==> src/hdl/idbc_pkg.sv <==
// constants shared by the interleaved dram burst controller
package idbc_pkg;
	// each bank counter: one phase bit plus seven bank address bits
	localparam int BANK_COUNT = 2;
	localparam int CNT_W = 8;
	localparam int BANK_ADDR_W = 7;
	localparam int LSB_POS = 0;
	localparam int UPPER_LO = 1;
	localparam int UPPER_HI = 7;
	localparam logic [CNT_W-1:0] CNT_RESET = 8'h00;
	localparam logic [BANK_ADDR_W-1:0] UPPER_STEP = 7'h01;
	localparam logic FLAG_RESET = 1'b0;

	// access state machine, one-hot
	typedef enum logic [5:0] {
		ST_IDLE = 6'h01,
		ST_INSTR_ROW_STROBE_STATE = 6'h02,
		ST_IACC = 6'h04,
		ST_DRAS = 6'h08,
		ST_DACC = 6'h10,
		ST_PREC = 6'h20
	} idbc_state_t;
	localparam idbc_state_t STATE_RESET = ST_IDLE;
endpackage : idbc_pkg

==> src/hdl/idbc_ctrl.sv <==
// burst acknowledge, access sequencers, precharge and bank address counters
`timescale 1ns/100ps

// Contract
// - instruction ack sets cycle after start with bus valid, holds until exit.
// - ack set term uses undelayed bus-invalid input since start is combinational.
// - instruction ack tells processor the address is captured.
// - ack holds through exit cycle of a new access; data and refresh wait.
// - delayed copies of both burst acks, one clock after the originals.
// - data ack built like instruction ack from data start and exit.
// - internal data ack follows data ack and holds through preempt stages.
// - first instruction phase flag lasts three cycles; set by start or resume.
// - second and third instruction phase flags follow; third is last cycle.
// - three data phase flags sequence like the instruction ones.
// - refresh-preempted write burst finishes two more writes before precharge.
// - preempt starts on write, burst request, post-initial, refresh, not stage b.
// - row strobe drops at end of every access to precharge.
// - precharge takes two cycles: first flag then second flag.
// - first precharge set by instr exit, data exit, refresh end, last preempt.
// - load strobe loads counters next edge; cross-side requests blocked.
// - load strobe lasts at most one cycle.
// - load strobe is combinational, active in first request cycle.
// - one address counter per bank, lsb phase bit carries into upper seven bits.
// - counter lsb gates upper seven bits; only those drive bank address.
// - instruction start moves state from idle to instruction row strobe.
module idbc_ctrl (
	// clock and reset
	input wire logic ref_clk_i,
	input wire logic sys_rst_i,
	// processor bus
	input wire logic bus_invalid_i,
	input wire logic instr_request_i,
	input wire logic data_request_i,
	input wire logic data_write_i,
	input wire logic data_burst_req_delayed_i,
	// terms from neighbouring logic
	input wire logic instr_access_begin_i,
	input wire logic data_access_begin_i,
	input wire logic instr_access_leave_i,
	input wire logic instr_block_hit_i,
	input wire logic refresh_pending_i,
	input wire logic refresh_final_phase_i,
	// address counters
	input wire logic [idbc_pkg::BANK_COUNT-1:0] bank_count_i,
	input wire logic [idbc_pkg::CNT_W-1:0] load_addr_i [idbc_pkg::BANK_COUNT],
	// acknowledges
	output logic instr_burst_ack_o,
	output logic data_burst_ack_o,
	output logic data_ack_internal_o,
	output logic instr_ack_delayed_o,
	output logic data_ack_delayed_o,
	// sequencer flags
	output logic [2:0] instr_init_phase_o,
	output logic [2:0] data_init_phase_o,
	output logic [1:0] write_preempt_stage_o,
	output logic precharge_first_o,
	output logic precharge_second_o,
	output logic row_strobe_o,
	output idbc_pkg::idbc_state_t access_state_o,
	// bank addresses and phase bits
	output logic [idbc_pkg::BANK_ADDR_W-1:0] bank_addr_o [idbc_pkg::BANK_COUNT],
	output logic [idbc_pkg::BANK_COUNT-1:0] bank_lsb_o
);

	// three-stage phase shifter shared by the instruction and data sides
	function automatic logic [2:0] phase_step(input logic [2:0] q,
			input logic set);
		phase_step = {q[1] & ~q[2], q[0] & ~q[2], set | (q[0] & ~q[2])};
	endfunction : phase_step

	// acknowledges and flags
	logic instr_burst_ack, data_burst_ack, data_ack_internal, instr_ack_delayed, data_ack_delayed;
	logic next_instr_burst_ack, next_data_burst_ack, next_data_ack_internal;
	logic [2:0] iq, dq, next_iq, next_dq;
	logic wp_a, wp_b, next_wp_a, next_wp_b;
	logic pc1, pc2, next_pc1, next_pc2;
	logic row, next_row;
	idbc_pkg::idbc_state_t state, next_state;
	logic [idbc_pkg::CNT_W-1:0] cnt [idbc_pkg::BANK_COUNT];
	logic [idbc_pkg::CNT_W-1:0] next_cnt [idbc_pkg::BANK_COUNT];

	// combinational terms
	logic bus_valid, data_access_begin_q, data_access_leave, preempt_begin, load_strobe;

	always_comb begin
		bus_valid = ~bus_invalid_i;
		// a held instruction ack keeps data off this memory
		data_access_begin_q = data_access_begin_i & ~instr_burst_ack;
		data_access_leave = ~data_ack_internal
			| (~dq[0] & ~pc1 & ~pc2
			& (instr_block_hit_i | refresh_pending_i));
		preempt_begin = data_ack_internal & data_write_i & data_burst_req_delayed_i
			& refresh_pending_i & ~dq[0] & ~wp_b;
		// combinational so the first request cycle already loads; the
		// phase and precharge gating keep it to a single cycle
		load_strobe = (~iq[0] & ~data_ack_internal & instr_request_i
			& (~instr_burst_ack | pc1))
			| (~dq[0] & ~instr_burst_ack & data_request_i
			& (~data_ack_internal | pc1));
	end

	always_comb begin
		// start qualified by the live bus-invalid, not its delayed copy
		next_instr_burst_ack = (bus_valid & instr_access_begin_i)
			| (instr_burst_ack & ~instr_access_leave_i);
		next_data_burst_ack = (bus_valid & data_access_begin_q) | (data_burst_ack & ~data_access_leave);
		next_data_ack_internal = (bus_valid & data_access_begin_q) | (data_ack_internal & ~data_access_leave)
			| preempt_begin;
		next_iq = phase_step(iq, (bus_valid & instr_access_begin_i
			& ~instr_burst_ack) | (~pc1 & pc2 & instr_burst_ack));
		next_dq = phase_step(dq, (bus_valid & data_access_begin_q & ~data_burst_ack)
			| (~pc1 & pc2 & data_burst_ack));
		next_wp_a = preempt_begin;
		next_wp_b = ~wp_b & wp_a;
		next_pc1 = (~pc1 & instr_burst_ack & instr_access_leave_i)
			| (~pc1 & data_ack_internal & ~preempt_begin & data_access_leave)
			| (~pc1 & refresh_final_phase_i) | wp_b;
		next_pc2 = pc1 & ~pc2;
	end

	always_comb begin
		next_state = state;
		unique case (state)
			idbc_pkg::ST_IDLE: begin
				if (bus_valid & instr_access_begin_i)
					next_state = idbc_pkg::ST_INSTR_ROW_STROBE_STATE;
				else if (bus_valid & data_access_begin_q)
					next_state = idbc_pkg::ST_DRAS;
			end
			idbc_pkg::ST_INSTR_ROW_STROBE_STATE: begin
				if (iq[2])
					next_state = idbc_pkg::ST_IACC;
			end
			idbc_pkg::ST_DRAS: begin
				if (dq[2])
					next_state = idbc_pkg::ST_DACC;
			end
			idbc_pkg::ST_IACC, idbc_pkg::ST_DACC: begin
				if (next_pc1)
					next_state = idbc_pkg::ST_PREC;
			end
			idbc_pkg::ST_PREC: begin
				next_state = idbc_pkg::ST_IDLE;
			end
			default: next_state = idbc_pkg::ST_IDLE;
		endcase
		if (next_pc1 && state != idbc_pkg::ST_PREC)
			next_state = idbc_pkg::ST_PREC;
		// registered from the next state so the pin carries no decode glitch
		next_row = (next_state == idbc_pkg::ST_INSTR_ROW_STROBE_STATE)
			| (next_state == idbc_pkg::ST_IACC)
			| (next_state == idbc_pkg::ST_DRAS)
			| (next_state == idbc_pkg::ST_DACC);
	end

	always_ff @(posedge ref_clk_i) begin
		if (sys_rst_i) begin
			instr_burst_ack <= idbc_pkg::FLAG_RESET;
			data_burst_ack <= idbc_pkg::FLAG_RESET;
			data_ack_internal <= idbc_pkg::FLAG_RESET;
			instr_ack_delayed <= idbc_pkg::FLAG_RESET;
			data_ack_delayed <= idbc_pkg::FLAG_RESET;
			iq <= '0;
			dq <= '0;
			wp_a <= idbc_pkg::FLAG_RESET;
			wp_b <= idbc_pkg::FLAG_RESET;
			pc1 <= idbc_pkg::FLAG_RESET;
			pc2 <= idbc_pkg::FLAG_RESET;
			row <= idbc_pkg::FLAG_RESET;
			state <= idbc_pkg::STATE_RESET;
		end else begin
			instr_burst_ack <= next_instr_burst_ack;
			data_burst_ack <= next_data_burst_ack;
			data_ack_internal <= next_data_ack_internal;
			instr_ack_delayed <= instr_burst_ack;
			data_ack_delayed <= data_burst_ack;
			iq <= next_iq;
			dq <= next_dq;
			wp_a <= next_wp_a;
			wp_b <= next_wp_b;
			pc1 <= next_pc1;
			pc2 <= next_pc2;
			row <= next_row;
			state <= next_state;
		end
	end

	// per-bank counters; the upper bits only move when the phase bit is
	// set, which keeps the two banks one word out of step
	genvar b;
	generate
		for (b = 0; b < idbc_pkg::BANK_COUNT; b++) begin : g_bank
			logic step, carry;
			always_comb begin
				// counting is suppressed while the bus is invalid
				step = bank_count_i[b] & bus_valid;
				carry = cnt[b][idbc_pkg::LSB_POS];
				next_cnt[b] = cnt[b];
				if (load_strobe) begin
					next_cnt[b] = load_addr_i[b];
				end else if (step) begin
					next_cnt[b][idbc_pkg::LSB_POS] = ~carry;
					if (carry)
						next_cnt[b][idbc_pkg::UPPER_HI:idbc_pkg::UPPER_LO] =
							cnt[b][idbc_pkg::UPPER_HI:idbc_pkg::UPPER_LO]
							+ idbc_pkg::UPPER_STEP;
				end
			end
			always_ff @(posedge ref_clk_i) begin
				if (sys_rst_i)
					cnt[b] <= idbc_pkg::CNT_RESET;
				else
					cnt[b] <= next_cnt[b];
			end
			assign bank_addr_o[b] =
				cnt[b][idbc_pkg::UPPER_HI:idbc_pkg::UPPER_LO];
			assign bank_lsb_o[b] = cnt[b][idbc_pkg::LSB_POS];
		end
	endgenerate

	assign instr_burst_ack_o = instr_burst_ack;
	assign data_burst_ack_o = data_burst_ack;
	assign data_ack_internal_o = data_ack_internal;
	assign instr_ack_delayed_o = instr_ack_delayed;
	assign data_ack_delayed_o = data_ack_delayed;
	assign instr_init_phase_o = iq;
	assign data_init_phase_o = dq;
	assign write_preempt_stage_o = {wp_b, wp_a};
	assign precharge_first_o = pc1;
	assign precharge_second_o = pc2;
	// row strobe is high in the row and access states, low in precharge
	assign row_strobe_o = row;
	assign access_state_o = state;
endmodule : idbc_ctrl

==> config.mk <==
export PLATFORM = sky130hd
export DESIGN_NAME = idbc_ctrl
export DESIGN_NICKNAME = d
export VERILOG_FILES = /design/src/hdl/idbc_pkg.sv /design/src/hdl/idbc_ctrl.sv
export SDC_FILE = /design/constraint.sdc
export NUM_CORES = 1
export LEC_CHECK = 0
export BUFFER_PORTS_ARGS = -buffer_cell sky130_fd_sc_hd__buf_2
export CAP_MARGIN = 15
export CORE_MARGIN = 1
export CORE_UTILIZATION = 48
export CTS_BUF_LIST = sky130_fd_sc_hd__clkbuf_16
export DETAILED_ROUTE_END_ITERATION = 8
export PLACE_DENSITY = 0.79
export SYNTH_ARGS = -nofsm -noshare
export SYNTH_HDL_FRONTEND = slang
export SYNTH_SLANG_ARGS = --single-unit
export TNS_END_PERCENT = 10
==> constraint.sdc <==
create_clock -name ref_clk_i -period 2.23 [get_ports ref_clk_i]
set_clock_uncertainty 0.1 [all_clocks]
set_input_delay 0.446 -clock ref_clk_i [delete_from_list [all_inputs] [get_ports ref_clk_i]]
set_output_delay 0.446 -clock ref_clk_i [all_outputs]
set_load 0.02 [all_outputs]
Word level (Yosys, flattened, before mapping). Memory sizes are Yosys's and may differ from the RTL's. Index checks and enable logic that the tools add are counted.

Equal/unequal tests: 10. Bitwise operators: 76. Muxes and demuxes: 18. $add $sub $neg: 2. Reduce and logical (&&, ||, !) cells: 2.

Operator list (number): 2-to-1 mux 8 bit (6); AND 1 bit (39); 2-to-1 mux 6 bit (6); case mux 6 bit (4 select lines) (1); OR 1 bit (21); NOT 1 bit (16); adder 7 x 1 -> 7 bit (second input constant) (2); 2-to-1 mux 7 bit (2); equality test 6 x 2 -> 1 bit (second input constant) (2); equality test 6 x 3 -> 1 bit (second input constant) (2); equality test 6 x 4 -> 1 bit (second input constant) (2); equality test 6 x 5 -> 1 bit (second input constant) (2); equality test 6 x 1 -> 1 bit (second input constant) (1); != test 6 bit (second input constant) (1); 2-to-1 mux 1 bit (3); OR reduction 2 bit (1); logical AND 1 bit (1).

Memory bits (writable): 16. Logic and storage cells: 122. Output and inout port bits: 38. Memories kept: 1. Flip-flop bits (word level): 22.

Memories: cnt (words 2, bits a word 8, read ports 2, clocked after memory_dff 0, wr ports 2, RTL line idbc_ctrl.sv:79) `logic [idbc_pkg::CNT_W-1:0] cnt [idbc_pkg::BANK_COUNT];`.

Depth between registers and ports, before layout.
Depth in word-level cells: 18. Depth in mapped cells: 6.

Worst setup path before layout. No wires, ideal clock.

Path type: register to register. Start: reg data_ack_internal (netlist: data_ack_internal_o). End: reg row (netlist: row_strobe_o). Period minus slack after synthesis: 2.102 ns. Stages on the path, launching flop included: 6. Path slack: 0.128 ns. Path buffers: 0. Arrival: 1.935 ns. Path through: dfxtp_1 > nand4_1 > or3_4 > a311oi_2 > or4b_4 > a21oi_2.

Longest elaborated chain between the ends: 18. Elaborated cells on any way between the ends: 25.

Ends and longest elaborated chain: start: declaration (RTL line idbc_ctrl.sv:72) `logic instr_burst_ack, data_burst_ack, data_ack_internal, instr_ack_delayed, data_ack_delayed;`; start signal: assignment (RTL line idbc_ctrl.sv:160) `data_ack_internal <= idbc_pkg::FLAG_RESET;`; start signal: assignment (RTL line idbc_ctrl.sv:174) `data_ack_internal <= next_data_ack_internal;`; AND 1 bit (2 in a row) (RTL line idbc_ctrl.sv:92) `preempt_begin = data_ack_internal & data_write_i & data_burst_req_delayed_i`; AND 1 bit (3 in a row) (RTL line idbc_ctrl.sv:93) `& refresh_pending_i & ~dq[0] & ~wp_b;`; NOT 1 bit (RTL line idbc_ctrl.sv:116) `| (~pc1 & data_ack_internal & ~preempt_begin & data_access_leave)`; AND 1 bit (RTL line idbc_ctrl.sv:116); AND 1 bit * (RTL line idbc_ctrl.sv:116); OR 1 bit * (RTL line idbc_ctrl.sv:116); OR 1 bit * (2 in a row) (RTL line idbc_ctrl.sv:117) `| (~pc1 & refresh_final_phase_i) | wp_b;`; 2-to-1 mux 6 bit (RTL line idbc_ctrl.sv:139) `if (next_pc1)`; case mux 6 bit (4 select lines) (RTL line idbc_ctrl.sv:123) `unique case (state)`; 2-to-1 mux 6 bit * (RTL line idbc_ctrl.sv:147) `if (next_pc1 && state != idbc_pkg::ST_PREC)`; equality test 6 x 2 -> 1 bit / equality test 6 x 3 -> 1 bit (equally long branches) (RTL line idbc_ctrl.sv:150, idbc_ctrl.sv:151); OR 1 bit (RTL line idbc_ctrl.sv:151) `| (next_state == idbc_pkg::ST_IACC)`; OR 1 bit (RTL line idbc_ctrl.sv:152) `| (next_state == idbc_pkg::ST_DRAS)`; OR 1 bit * (RTL line idbc_ctrl.sv:153) `| (next_state == idbc_pkg::ST_DACC);`; end signal: assignment (RTL line idbc_ctrl.sv:169) `row <= idbc_pkg::FLAG_RESET;`; end signal: assignment (RTL line idbc_ctrl.sv:183) `row <= next_row;`; end: declaration (RTL line idbc_ctrl.sv:77) `logic row, next_row;`.

Mark *: on every way between the ends. The rest lies on a longest branch, timed or not. A chain may end at the register's enable or synchronous reset.

Worst setup path in the final report.
Start: reg dq[0] (netlist: data_init_phase_o[0]). End: reg row (netlist: row_strobe_o).

Longest elaborated chain between the ends: 16. Elaborated cells on any way between the ends: 24.

Ends and longest elaborated chain: start: declaration (RTL line idbc_ctrl.sv:74) `logic [2:0] iq, dq, next_iq, next_dq;`; start signal: assignment (RTL line idbc_ctrl.sv:178) `dq <= next_dq;`; NOT 1 bit * (RTL line idbc_ctrl.sv:90, idbc_ctrl.sv:93); AND 1 bit (on tied branches) (2 in a row) (RTL line idbc_ctrl.sv:90, idbc_ctrl.sv:93); AND 1 bit / NOT 1 bit (equally long branches) (RTL line idbc_ctrl.sv:91, idbc_ctrl.sv:116); OR 1 bit / AND 1 bit (equally long branches) (RTL line idbc_ctrl.sv:90, idbc_ctrl.sv:116); AND 1 bit * (RTL line idbc_ctrl.sv:116); OR 1 bit * (RTL line idbc_ctrl.sv:116); OR 1 bit * (2 in a row) (RTL line idbc_ctrl.sv:117); 2-to-1 mux 6 bit (RTL line idbc_ctrl.sv:139); case mux 6 bit (4 select lines) (RTL line idbc_ctrl.sv:123); 2-to-1 mux 6 bit * (RTL line idbc_ctrl.sv:147); equality test 6 x 2 -> 1 bit / equality test 6 x 3 -> 1 bit (equally long branches) (RTL line idbc_ctrl.sv:150, idbc_ctrl.sv:151); OR 1 bit (RTL line idbc_ctrl.sv:151); OR 1 bit (RTL line idbc_ctrl.sv:152); OR 1 bit * (RTL line idbc_ctrl.sv:153).

Marked as above.

==> results.md <==
- Status: complete, no violations
- Most common cell after layout, fill and taps aside: buf_2
- Clock-pin slew on the worst setup and hold paths: 0.06 ns
- Final Hold Viols: 0
- Avg Cell Area, Syn: 8.77 um^2
- Synthesized instance count: 202
- Initial core utilization: 0.515
- WL per Instance: 12.8 um
- Register area share after synthesis: 0.429
- Die Wd: 62.8 um
- All-Layer GR Usage: 0.221
- Area after DPL: 0.00213 mm^2
- Crit Path Max Fanout: 5
- Final wirelength: 3990 um
- Final Instance Count excl. Fillers: 313
- Tmin final: 1.94 ns
- Fin nets: approximately 300
- Ports: around 70
- First DRT Iteration DRCs: 100
- Req. time, crit path: between 2 and 2.5 ns
- Vias per cell: between 5 and 6
- Leak pwr: between 0.9 and 1 nW
- Post-cts gate resize count: 0
- Final setup TNS: 0 ns
- Post-DP HPWL: 2890 um
- Hold WS: 0.352 ns
- Total gr overflow: 0
- Fillers: between 300 and 400
- Crit end category: flop
- Inserted Clock Buffers: 5
- Max_cap viols: 0
- Worst vdd ir: 0.490 mV
- Core area: 0.00344 mm^2
- CP max stage cell: or4b_4
- DP Cell Count: 305
- DRC: 0
- Vias in the first global route: 1,518
- Tcrit/Tclk final: 0.869
- CTS sink cnt: 38
- Antenna violations before repair: 0
- Later-pin clock latency in the skew report: approximately 0.28 ns
- Share of cells above drive strength 1: 0.322
- Final non-filler cell area: 0.00230 mm^2
- CTS root buf: clkbuf_16
- Area occupied by multi-input gates: about 930 um^2
- Post-CTS setup buffers: 0
- Post-synth net total: between 200 and 250
- Num rows: 21
- Largest net degree at the start of global routing: 33
- Distinct cells, synth: 40
- Synthesized area: ~0.0018 mm^2
- Final Max Slew Viols: 0
- CTS tree: yes
- YS warnings: 0
- Startpoint Class: flop
- R2r setup slk: 0.29 ns
- # diodes: 0
- Max stage delay on crit path: around 0.55 ns
- Die span in y: ~63 um
- RSZ-0062 raised after global routing: false
- Register Area: 761 um^2
- DR pass1 iterations: 4
- Die Area: 0.00394 mm^2
- Hold Buf Count CTS: 0
- Max_slew headroom: 0.693
- ANT nets after route: 0
- Worst-Margin Slew: about 0.46 ns
- Placer Congestion: slightly above 0.8
- H-Tree Depth: 2
- Maximum clock insertion buffer count: 2
- Data arrival, critical path: roughly 2.1 ns
- First-pass GRT wire length: 6870 um
- Power Dens Cells: 847 mW/mm^2
- Crit Path Category: reg2reg
- I/O Buffers: 68
- Most frequent cells in the layout: 68 x buf_2, 38 x dfxtp_1, 34 x nor2_1
- Hold Path Class: in2reg
- Synthesis-stage register bit count: 38
- Area Overhead vs Synth: 29.8%
- Fmax: 516 MHz
- CP Cell Sequence: or3_4, a311oi_2, or4b_4, a21oi_2
- Setup Viol. Count Final: 0
- Vias: 1,674
[routing by layer]
layer / wire (um) / share of wire / track usage
met5: 0 / 0 / 0
met1: 1890 / 0.47 / 0.283
met2: 1840 / 0.46 / 0.361
met4: 10 / 0.0025 / 0.0698
met3: 254 / 0.064 / 0.0584
[metrics by stage]
stage / power [mW] / setup WS, ns / util
2_1_floorplan: 1.05 / 0.128 / -
3_3_place_gp: 1.17 / 0.136 / 0.620
3_5_place_dp: 1.17 / 0.0816 / 0.620
4_1_cts: 1.96 / 0.282 / 0.668
5_1_grt: 2.04 / 0.185 / 0.668
6_report: 1.95 / 0.292 / 0.668
[flip-flops by register name (all words and copies together) (netlist names)]
signal	cells
cnt	16
precharge_first_o	1
data_burst_ack_o	1
data_ack_delayed_o	1
instr_init_phase_o	3
precharge_second_o	1
instr_ack_delayed_o	1
instr_burst_ack_o	1
data_ack_internal_o	1
wp_a	1
row_strobe_o	1
access_state_o	6
wp_b	1
data_init_phase_o	3
[critical path, delay by kind of cell, from the launching register on]
family          cells  cell delay, ns
compound gates      2            0.46
flops               1            0.35
simple gates        2            0.96
[area by class of cell]
type,count,share of cell area
multi-input cells,144,0.403
flip-flops and latches,38,0.331
repair buffers,72,0.161
clock buffers,5,0.0544
well taps,46,0.0250
clock inverters,3,0.0174
inverters,5,0.00816
[worst paths after layout]
path                            cells after the start                              from                               end
worst max register to register                      4   data_init_phase_o[0]$_SDFF_PP0_           row_strobe_o$_SDFF_PP0_
worst min-delay path                                3                   load_addr_i[14]            cnt[0][6]$_SDFFE_PP0P_
worst max-delay path                                4   data_init_phase_o[0]$_SDFF_PP0_           row_strobe_o$_SDFF_PP0_
worst min register to register                      1  instr_init_phase_o[1]$_SDFF_PP0_  instr_init_phase_o[2]$_SDFF_PP0_
[synthesized netlist by cell type]
cell type | count | area, um^2
a211oi_1 | 18 | 135
a21oi_1 | 5 | 25.0
a21oi_2 | 1 | 8.76
a221oi_1 | 1 | 8.76
a2bb2oi_1 | 1 | 8.76
a311oi_2 | 1 | 15.0
a31oi_1 | 3 | 18.8
a41oi_1 | 1 | 8.76
and2_0 | 1 | 6.26
and3b_1 | 1 | 8.76
buf_4 | 4 | 30.0
clkbuf_1 | 11 | 41.3
dfxtp_1 | 38 | 761
ha_1 | 2 | 25.0
inv_1 | 5 | 18.8
mux2i_1 | 3 | 30.0
nand2_1 | 9 | 33.8
nand2b_1 | 4 | 25.0
nand3_1 | 2 | 10.0
nand3b_1 | 1 | 7.51
nand4_1 | 8 | 50.1
nand4b_1 | 1 | 8.76
nor2_1 | 34 | 128
nor2b_1 | 6 | 37.5
nor2b_2 | 1 | 8.76
nor3_1 | 3 | 15.0
nor3b_1 | 7 | 52.6
nor4_1 | 4 | 25.0
o21ai_0 | 1 | 5.00
o21bai_1 | 2 | 15.0
o22ai_1 | 1 | 6.26
o2bb2a_1 | 1 | 10.0
or2_1 | 1 | 6.26
or2b_1 | 1 | 7.51
or3_1 | 1 | 6.26
or3_4 | 1 | 11.3
or4_1 | 1 | 7.51
or4b_4 | 1 | 13.8
xnor2_1 | 9 | 78.8
xor2_1 | 6 | 52.6
[report_power, final]
part | switching, mW | leakage, nW | total (mW) | internal, mW
clock | 0.264 | 0.0836 | 0.787 | 0.523
combinational | 0.207 | 0.593 | 0.359 | 0.152
sequential | 0.0670 | 0.313 | 0.803 | 0.736
total | 0.538 | 0.990 | 1.95 | 1.41
[cells by family (layout without fill, tap and decap cells)]
logic type                 count (synthesis)  in the layout  share of synthesized area
DFF                                       38             38                      0.429
AOI/OAI and AO/OA                         36             36                      0.150
and+or+nand+nor                           88             88                      0.265
buffers and inverters                     20             85                     0.0508
adders and majority gates                  2              2                     0.0141
xor gates and xnor gates                  15             15                     0.0742
muxes                                      3              3                     0.0169
(Power assumes the default switching activity.)
